### config.mk
export PLATFORM = sky130hd
export DESIGN_NAME = scw_control_word
export DESIGN_NICKNAME = d
export VERILOG_FILES = /design/src/scw_pkg.sv /design/src/scw_commit_if.sv /design/src/scw_control_word.sv /design/src/scw_commit_sync.sv
export SDC_FILE = /design/constraint.sdc
export NUM_CORES = 1
export LEC_CHECK = 0
export BUFFER_PORTS_ARGS = -buffer_cell sky130_fd_sc_hd__buf_2
export CAP_MARGIN = 20
export CORE_ASPECT_RATIO = 0.75
export CORE_MARGIN = 1.5
export CORE_UTILIZATION = 47
export DETAILED_ROUTE_END_ITERATION = 16
export HOLD_SLACK_MARGIN = 0.02
export PLACE_DENSITY = 0.95
export SLEW_MARGIN = 10
export SYNTH_ARGS = -nofsm -noshare
export SYNTH_HDL_FRONTEND = slang
export SYNTH_SLANG_ARGS = --single-unit
### constraint.sdc
create_clock -name clk_sys_i -period 3.2 [get_ports clk_sys_i]
set_input_delay 0.16 -clock clk_sys_i [delete_from_list [all_inputs] [get_ports clk_sys_i]]
set_output_delay 0.16 -clock clk_sys_i [all_outputs]
set_load 0.01 [all_outputs]
### src/scw_pkg.sv
// Package with the offsets, field positions and reset values of control word one.
package scw_pkg;

	// ------------------------------------------------------------------
	// Register map
	// ------------------------------------------------------------------
	localparam logic [7:0]  ADDR_CONTROL_WORD_ONE = 8'h00;
	localparam logic [31:0] CW1_RESET             = 32'h0001_0008;
	// Bits that this block implements; all others read as zero.
	localparam logic [31:0] CW1_IMPL_MASK         = 32'h0000_7BEB;

	// ------------------------------------------------------------------
	// Field positions
	// ------------------------------------------------------------------
	localparam int BIT_LSB_FIRST      = 0;
	localparam int BIT_SDIO_IN_ONLY   = 1;
	localparam int BIT_EXT_PD_FAST    = 3;
	localparam int BIT_REF_PD         = 5;
	localparam int BIT_CONV_PD        = 6;
	localparam int BIT_DIG_PD         = 7;
	localparam int BIT_KEY_EN         = 8;
	localparam int BIT_KEY_AUTO       = 9;
	localparam int BIT_CLR_PHASE      = 11;
	localparam int BIT_CLR_RAMP       = 12;
	localparam int BIT_AUTOCLR_PHASE  = 13;
	localparam int BIT_AUTOCLR_RAMP   = 14;

	// Bits that act at once, without waiting for the update strobe.
	localparam logic [31:0] CW1_IMMEDIATE_MASK = 32'h0000_00A0;

	typedef enum logic [1:0] {
		PD_PIN_FULL = 2'b01,
		PD_PIN_FAST = 2'b10
	} scw_pd_mode_t;

endpackage : scw_pkg

### src/scw_commit_if.sv
// Interface carrying the commit event from the sync stage to the register bank.
interface scw_commit_if;
	logic commit;
	modport src (output commit);
	modport dst (input commit);
endinterface : scw_commit_if

### src/scw_control_word.sv
// Control word one: register bank, staging buffer and derived control outputs.
module scw_control_word
	import scw_pkg::*;
(
	input  wire logic        clk_sys_i,
	input  wire logic        rst_i,
	input  wire logic [7:0]  addr_i,
	input  wire logic        wr_en_i,
	input  wire logic [31:0] wr_data_i,
	input  wire logic        rd_en_i,
	output logic      [31:0] rd_data_o,
	input  wire logic        update_i,
	input  wire logic [2:0]  profile_select_pins_i,
	output logic             phase_acc_clear_o,
	output logic             ramp_acc_clear_o,
	output logic             amplitude_keying_enable_o,
	output logic             amplitude_keying_auto_o,
	output logic             digital_core_powerdown_o,
	output logic             converter_powerdown_o,
	output logic             reference_clock_input_powerdown_o,
	output logic             external_powerdown_fast_o,
	output logic             serial_three_wire_o,
	output logic             serial_lsb_first_o
);
	import scw_pkg::*;

	// ------------------------------------------------------------------
	// Commit event
	// ------------------------------------------------------------------
	scw_commit_if cm ();

	scw_commit_sync u_sync (
		.clk_sys_i             (clk_sys_i),
		.rst_i                 (rst_i),
		.update_i              (update_i),
		.profile_select_pins_i (profile_select_pins_i),
		.cm                    (cm)
	);

	function automatic logic hit_word(input logic [7:0] a);
		return a == ADDR_CONTROL_WORD_ONE;
	endfunction : hit_word

	// Autoclear bits give a pulse only in the cycle of a commit.
	function automatic logic commit_pulse(input logic commit, input logic [31:0] word,
		input int idx);
		return commit & word[idx];
	endfunction : commit_pulse

	// Bit 16 of the reset value lies outside this block and is masked off.
	localparam logic [31:0] RESET_WORD = CW1_RESET & CW1_IMPL_MASK;

	// ------------------------------------------------------------------
	// Staging buffer
	// ------------------------------------------------------------------
	// Written words wait here until a commit moves them to the active word; the immediate bits reach it at once.
	logic [31:0] staged;
	logic [31:0] next_staged;

	always_comb begin
		next_staged = staged;
		if (wr_en_i && hit_word(addr_i)) begin
			next_staged = wr_data_i & CW1_IMPL_MASK;
		end
	end

	always_ff @(posedge clk_sys_i or posedge rst_i) begin
		if (rst_i) begin
			staged <= RESET_WORD;
		end else begin
			staged <= next_staged;
		end
	end

	// ------------------------------------------------------------------
	// Active word
	// ------------------------------------------------------------------
	logic [31:0] active;
	logic [31:0] next_active;

	always_comb begin
		// Immediate bits follow the staging buffer every cycle.
		next_active = (active & ~CW1_IMMEDIATE_MASK)
			| (next_staged & CW1_IMMEDIATE_MASK);
		// A write and a commit in the same cycle commit the new word.
		if (cm.commit) begin
			next_active = next_staged;
		end
	end

	always_ff @(posedge clk_sys_i or posedge rst_i) begin
		if (rst_i) begin
			active <= RESET_WORD;
		end else begin
			active <= next_active;
		end
	end

	// ------------------------------------------------------------------
	// Control output registers
	// ------------------------------------------------------------------
	// Outputs are registered from the next active word, so they change at
	// the same edge as the word itself and never glitch downstream.
	scw_pd_mode_t pd_mode;
	logic         phase_clear;
	logic         ramp_clear;
	logic         key_enable;
	logic         key_auto;
	logic         digital_pd;
	logic         conv_pd;
	logic         ref_pd;
	logic         ext_fast;
	logic         three_wire;
	logic         lsb_first;

	logic         next_phase_clear;
	logic         next_ramp_clear;
	logic         next_key_enable;
	logic         next_key_auto;
	logic         next_digital_pd;
	logic         next_conv_pd;
	logic         next_ref_pd;
	logic         next_ext_fast;
	logic         next_three_wire;
	logic         next_lsb_first;

	always_comb begin
		pd_mode          = next_active[BIT_EXT_PD_FAST] ? PD_PIN_FAST : PD_PIN_FULL;
		next_phase_clear = next_active[BIT_CLR_PHASE]
			| commit_pulse(cm.commit, next_staged, BIT_AUTOCLR_PHASE);
		next_ramp_clear  = next_active[BIT_CLR_RAMP]
			| commit_pulse(cm.commit, next_staged, BIT_AUTOCLR_RAMP);
		next_key_enable  = next_active[BIT_KEY_EN];
		next_key_auto    = next_active[BIT_KEY_EN] & next_active[BIT_KEY_AUTO];
		next_digital_pd  = next_active[BIT_DIG_PD];
		next_conv_pd     = next_active[BIT_CONV_PD];
		next_ref_pd      = next_active[BIT_REF_PD];
		next_ext_fast    = (pd_mode == PD_PIN_FAST);
		next_three_wire  = next_active[BIT_SDIO_IN_ONLY];
		next_lsb_first   = next_active[BIT_LSB_FIRST];
	end

	// Reset values follow the reset word, so the pin mode starts at fast recovery.
	always_ff @(posedge clk_sys_i or posedge rst_i) begin
		if (rst_i) begin
			phase_clear <= RESET_WORD[BIT_CLR_PHASE];
			ramp_clear  <= RESET_WORD[BIT_CLR_RAMP];
			key_enable  <= RESET_WORD[BIT_KEY_EN];
			key_auto    <= RESET_WORD[BIT_KEY_EN] & RESET_WORD[BIT_KEY_AUTO];
			digital_pd  <= RESET_WORD[BIT_DIG_PD];
			conv_pd     <= RESET_WORD[BIT_CONV_PD];
			ref_pd      <= RESET_WORD[BIT_REF_PD];
			ext_fast    <= RESET_WORD[BIT_EXT_PD_FAST];
			three_wire  <= RESET_WORD[BIT_SDIO_IN_ONLY];
			lsb_first   <= RESET_WORD[BIT_LSB_FIRST];
		end else begin
			phase_clear <= next_phase_clear;
			ramp_clear  <= next_ramp_clear;
			key_enable  <= next_key_enable;
			key_auto    <= next_key_auto;
			digital_pd  <= next_digital_pd;
			conv_pd     <= next_conv_pd;
			ref_pd      <= next_ref_pd;
			ext_fast    <= next_ext_fast;
			three_wire  <= next_three_wire;
			lsb_first   <= next_lsb_first;
		end
	end

	// ------------------------------------------------------------------
	// Readback
	// ------------------------------------------------------------------
	logic [31:0] rd_data;
	logic [31:0] next_rd_data;

	always_comb begin
		next_rd_data = rd_data;
		if (rd_en_i) begin
			// Readback shows the staged word, not the committed one.
			next_rd_data = hit_word(addr_i) ? staged : 32'h0000_0000;
		end
	end

	always_ff @(posedge clk_sys_i or posedge rst_i) begin
		if (rst_i) begin
			rd_data <= 32'h0000_0000;
		end else begin
			rd_data <= next_rd_data;
		end
	end

	// ------------------------------------------------------------------
	// Outputs
	// ------------------------------------------------------------------
	assign rd_data_o                         = rd_data;
	assign phase_acc_clear_o                 = phase_clear;
	assign ramp_acc_clear_o                  = ramp_clear;
	assign amplitude_keying_enable_o         = key_enable;
	assign amplitude_keying_auto_o           = key_auto;
	assign digital_core_powerdown_o          = digital_pd;
	assign converter_powerdown_o             = conv_pd;
	assign reference_clock_input_powerdown_o = ref_pd;
	assign external_powerdown_fast_o         = ext_fast;
	assign serial_three_wire_o               = three_wire;
	assign serial_lsb_first_o                = lsb_first;
endmodule : scw_control_word

### src/scw_commit_sync.sv
// Commit event detector: update strobe or profile change, on the sync clock edge.
module scw_commit_sync
	import scw_pkg::*;
(
	input  wire logic       clk_sys_i,
	input  wire logic       rst_i,
	input  wire logic       update_i,
	input  wire logic [2:0] profile_select_pins_i,
	scw_commit_if.src       cm
);
	logic [2:0] prof_q;
	logic [2:0] next_prof_q;

	always_comb begin
		next_prof_q = profile_select_pins_i;
	end

	always_ff @(posedge clk_sys_i or posedge rst_i) begin
		if (rst_i) begin
			prof_q <= 3'h0;
		end else begin
			prof_q <= next_prof_q;
		end
	end

	assign cm.commit = update_i | (prof_q != profile_select_pins_i);
endmodule : scw_commit_sync

## Yosys cells after proc, flatten, opt, wreduce, memory -nomap -nowiden

Cells that the tools add are included.

- Logic and storage cells: 29
- Output and inout bits: 42
- Bits of input ports: 48
- Bits in registers: 109

- Equality and inequality tests: 2
- Mux-type cells: 4
- Reduce and logical (&&, ||, !) cells: 2
- Bitwise operators: 7

Operators by type and width:

| kind | number |
|---|---|
| 2-to-1 mux 32 bit | 3 |
| bitwise OR 32 x 8 -> 32 bit | 1 |
| zero test 8 bit | 1 |
| bitwise AND 1 bit | 3 |
| inequality test 3 bit | 1 |
| bitwise OR 1 bit | 3 |
| == test 2 bit (second input constant) | 1 |
| 2-to-1 mux 2 bit | 1 |
| logical AND 1 bit | 1 |

## Depth between registers and ports, before layout

- Depth after elaboration: 7
- Depth in mapped cells: 6
- Mapped depth without buffers: 4

## By module

Synthesis repeated with hierarchy kept, for this count alone.

- Cells, all modules: 177
- Area total of the unflattened synthesis: 1855.5 µm²

Modules (own cells, without submodules):

| module | cells each | instances | area each (µm²) | sequential area each (µm²) |
|---|---|---|---|---|
| scw_control_word | 169 | 1 | 1742.9 | 878.3 |
| scw_commit_sync | 8 | 1 | 112.6 | 75.1 |

## Least setup slack after synthesis

OpenSTA, ideal clock, no wires.

- Path kind: flip-flop to flip-flop
- Start point: register u_sync.prof_q[2]
- End point: register active[8]
- Data required time: 3.075 ns
- Cell stages (with the launch flop): 6
- Library setup time: 0.125 ns
- Data arrival time: 1.542 ns
- Clock period less this slack: 1.667 ns
- Buffers on the path: 2
- Setup slack: 1.533 ns
- Cell sequence: dfrtp_1 > xor2_1 > or4_1 > buf_2 > buf_6 > mux2_4

- Longest elaborated chain between the ends: 3

RTL lines:

| item | line | text |
|---|---|---|
| start, declared | scw_commit_sync.sv:11 | `logic [2:0] prof_q;` |
| start signal, assigned | scw_commit_sync.sv:22 | `prof_q <= next_prof_q;` |
| inequality test 3 bit | scw_commit_sync.sv:26 | `assign cm.commit = update_i \| (prof_q != profile_select_pins_i);` |
| bitwise OR 1 bit | scw_commit_sync.sv:26 |  |
| 2-to-1 mux 32 bit | scw_control_word.sv:86 | `if (cm.commit) begin` |
| via next_active[8] | scw_control_word.sv:79 | `logic [31:0] next_active;` |
| end signal, assigned | scw_control_word.sv:95 | `active <= next_active;` |
| end, declared | scw_control_word.sv:78 | `logic [31:0] active;` |

The timed path passes the listed nets, and every way through them passes these cells.
A chain may end at the register's enable or synchronous reset.

## Final worst setup path

- Start point: input port profile_select_pins_i[2]
- End point: register active[8]

- Longest elaborated chain between the ends: 3

RTL lines:

| item | line | text |
|---|---|---|
| start, declared | scw_control_word.sv:13 | `input wire logic [2:0] profile_select_pins_i,` |
| inequality test 3 bit | scw_commit_sync.sv:26 |  |
| bitwise OR 1 bit | scw_commit_sync.sv:26 |  |
| 2-to-1 mux 32 bit | scw_control_word.sv:86 |  |
| via next_active[8] | scw_control_word.sv:79 |  |

The timed path passes the listed nets, and every way through them passes these cells.

==> impl_results.md <==
* Initial drt markers at between 80 and 90
* Post-DR wirelength/cell at approximately 13 µm
* Worst clock skew at 0.00621 ns
* Antenna Cells at 0
* Setup violators final at 0
* Yosys top cell by area: dfrtp_1
* Tightest Hold Check Type: in2reg
* Cell Area, Synth at approximately 1600 µm²
* Worst Setup End Kind: flip-flop
* Leakage dissipation at 1.15 nW
* Final Hold Viols at 0
* Post-CTS setup buffer count at 0
* Post-DP HPWL at 1930 µm
* Cts repair resizes at 0
* Crit path buf inv count at 2
* Slowest stage cell, crit path: or4_1
* Share of layout cells above drive strength 1 at 45.1%
* Gpl congestion at approximately 0.7
* Pwr/cell area at 477 nW/µm²
* Relative slew slack at 59.7%
* Final instance area at slightly below 2000 µm²
* Clock Sinks at 38
* Maximum vdd drop at around 230 µV
* Final Cycle Share at 64.3%
* Die area at about 3800 µm²
* Critical Path RT at approximately 3.4 ns
* Total gr overflow at 0
* CTS H-tree lvls at 2
* Power Internal at 0.711 mW
* Final WL at roughly 2900 µm
* Clock Latency Late Sink at approximately 0.28 ns
* RSZ-0062 raised after global routing: false
* Max Cap Viol at 0
* Comb pwr share at under 10%
* Status: finished clean
* Initial antenna violation count at 0
* Post-DRT Antenna Nets at 0
* Cells along the critical path: dlygate4sd3_1, buf_2, xor2_1, or4_1, mux2_4
* Final-report max-slew violation count at 0
* Core footprint at roughly 3300 µm²
* Startpoint Class: input port
* Switching share of power at 23.6%
* I/O pin cnt at 90
* Sequential area share after synthesis at a little under 60%
* Post-layout util at roughly three fifths
* Post-route setup TNS at 0 ns
* Fin crit period at between 2 and 2.5 ns
* TritonRoute pass-1 iters at 4
* Pin count of the biggest net entering global routing at 39
* Cts bufs inserted at 5
* FMAX at between 400 and 500 MHz
* Sw power at 0.219 mW
* Crit-path leading delay family: simple AND/OR/NAND/NOR gates
* Initial cell density of the core at 49.4%
* YS warnings at 0
* Vias per cell at roughly 4.7
* Area added between synthesis and finish at 20.0%
* First-pass GRT wire length at 4390 µm
* Post-route DRC violation count at 0
* Post-synth top area share at between 50% and 60%
* Post-synthesis sequential element count at 38
* Vias at about 1.0k
* Final hold slack at between 0.1 and 0.15 ns
* Die span in x at 70.9 µm
* Clock slew at reported path FFs at roughly 0.080 ns
* Hold Buf Count CTS at 3
* Final nets at approximately 220
* Least-Margin Pin Slew at approximately 0.60 ns
* Overall Power at just over 0.9 mW
* Setup Crit Path Kind: in2reg
* IO buf count at 49
* Mapped Avg Cell Area at about 14 µm²
* FP Rows at 18
* WP data arrival at about 2.2 ns
* Worst-case clock buffer depth at 2
* Sequential Power Share at a little over half
* Mapped Cells at approximately 120
* Global Route Usage Sum at between 15 and 20%
* Post-synth cell types at 23
* Dpl cell area at 1810 µm²
* Root buf cell: clkbuf_8
* Clock power frac at roughly 36%
* Area contributors post-synth: dfrtp_1 56%, buf_4 9.3%, a22o_1 6.5%, mux2_2 5.6%, mux2_4 5.6%
* TritonCTS clock tree: done
* CP max FO at 14
* Vias in the first global route at 932
* Max incr delay on CP at 0.82 ns
* Die Ht at between 50 and 60 µm
kinds of logic (layout without fill, tap and decap cells):
group                     count (synthesis)  count (layout)  share of synthesized area (%)
buffers and inverters                    31              68                           12.8
other                                     1              20                          0.231
AOI/OAI and AO/OA                        18              18                           8.56
DFF                                      38              38                           58.8
muxes                                    18              18                           13.6
xor gates and xnor gates                  3               3                           1.62
and+or+nand+nor                          10              10                           4.47
sequential cells by signal, summed over array words and instances, names as in the netlist:
register,cells
rd_data_o,12
active,10
u_sync.prof_q,3
staged,10
ramp_acc_clear_o,1
phase_acc_clear_o,1
amplitude_keying_auto_o,1
area by class of cell:
class	count	area [µm²]
fill	269	1340
sequential	38	953
multi-input combinational	69	533
timing repair buffer	54	293
clock buffer	6	82.6
tap	40	50.0
inverter	6	22.5
clock inverter	2	12.5
stage by stage:
step | setup WS (ns) | cells
2_1_floorplan | 1.53 | 138
4_1_cts | 1.17 | 214
3_3_place_gp | 1.37 | 203
5_1_grt | 1.07 | 215
6_report | 1.14 | 215
3_5_place_dp | 1.36 | 203
power groups by stage:
stage / Combinational (mW) / Sequential (mW) / Clock (mW)
after global routing: 0.0972 / 0.511 / 0.370
after CTS: 0.0864 / 0.508 / 0.344
after floorplan: 0.0639 / 0.521 / 0
after global placement: 0.0810 / 0.517 / 0
after detailed placement: 0.0833 / 0.518 / 0
final: 0.0867 / 0.508 / 0.334
cell usage in the layout (no fill, tap or decap), drive strengths merged:
| master | instances |
|---|---|
| a21oi | 3 |
| a22o | 12 |
| a31oi | 3 |
| and3 | 1 |
| buf | 50 |
| clkbuf | 6 |
| clkinv | 1 |
| clkinvlp | 1 |
| conb | 20 |
| dfrtp | 36 |
| dfstp | 2 |
| dlygate4sd3 | 4 |
| inv | 6 |
| mux2 | 14 |
| mux2i | 4 |
| nand2 | 1 |
| nand3 | 2 |
| nor2 | 2 |
| nor4 | 2 |
| or2 | 1 |
| or4 | 1 |
| xor2 | 3 |
cell usage after synthesis:
| cell | instances |
|---|---|
| dfrtp_1 | 36 |
| or4_1 | 1 |
| buf_4 | 20 |
| xor2_1 | 3 |
| conb_1 | 1 |
| mux2_4 | 6 |
| buf_6 | 2 |
| buf_2 | 1 |
| nor2_1 | 2 |
| a31oi_1 | 3 |
| dfstp_2 | 2 |
| clkbuf_1 | 2 |
| mux2_2 | 8 |
| a22o_1 | 12 |
| nor4_2 | 2 |
| a21oi_1 | 3 |
| inv_1 | 6 |
| and3_2 | 1 |
| nand3_2 | 1 |
| nand3_1 | 1 |
| or2_2 | 1 |
| mux2i_1 | 4 |
| nand2_1 | 1 |
path summary, 6_finish.rpt:
kind,endpoint,cells past startpoint,slack [ns],startpoint
min in group asynchronous,active[6]$_DFFE_PP0N_,4,0.54,rst_i
hold / removal,active[5]$_DFFE_PP0N_,2,0.12,wr_data_i[5]
setup / recovery,active[8]$_DFF_PP0_,5,1.14,profile_select_pins_i[2]
hold reg to reg,rd_data_o[11]$_DFFE_PP0P_,1,0.49,staged[11]$_DFF_PP0_
setup reg to reg,active[8]$_DFF_PP0_,3,1.35,u_sync.prof_q[2]$_DFF_PP0_
max in group asynchronous,staged[3]$_DFF_PP1_,4,2.31,rst_i
layer usage:
layer,vias up,track usage (%),part of all wire [%]
met3,2,5.99,7.1
met2,41,27.3,48
met1,495,19.2,45
li1,478,-,-
met5,-,0,0
met4,0,3.77,0.59
No activity file was read; power rests on OpenSTA's default activity.
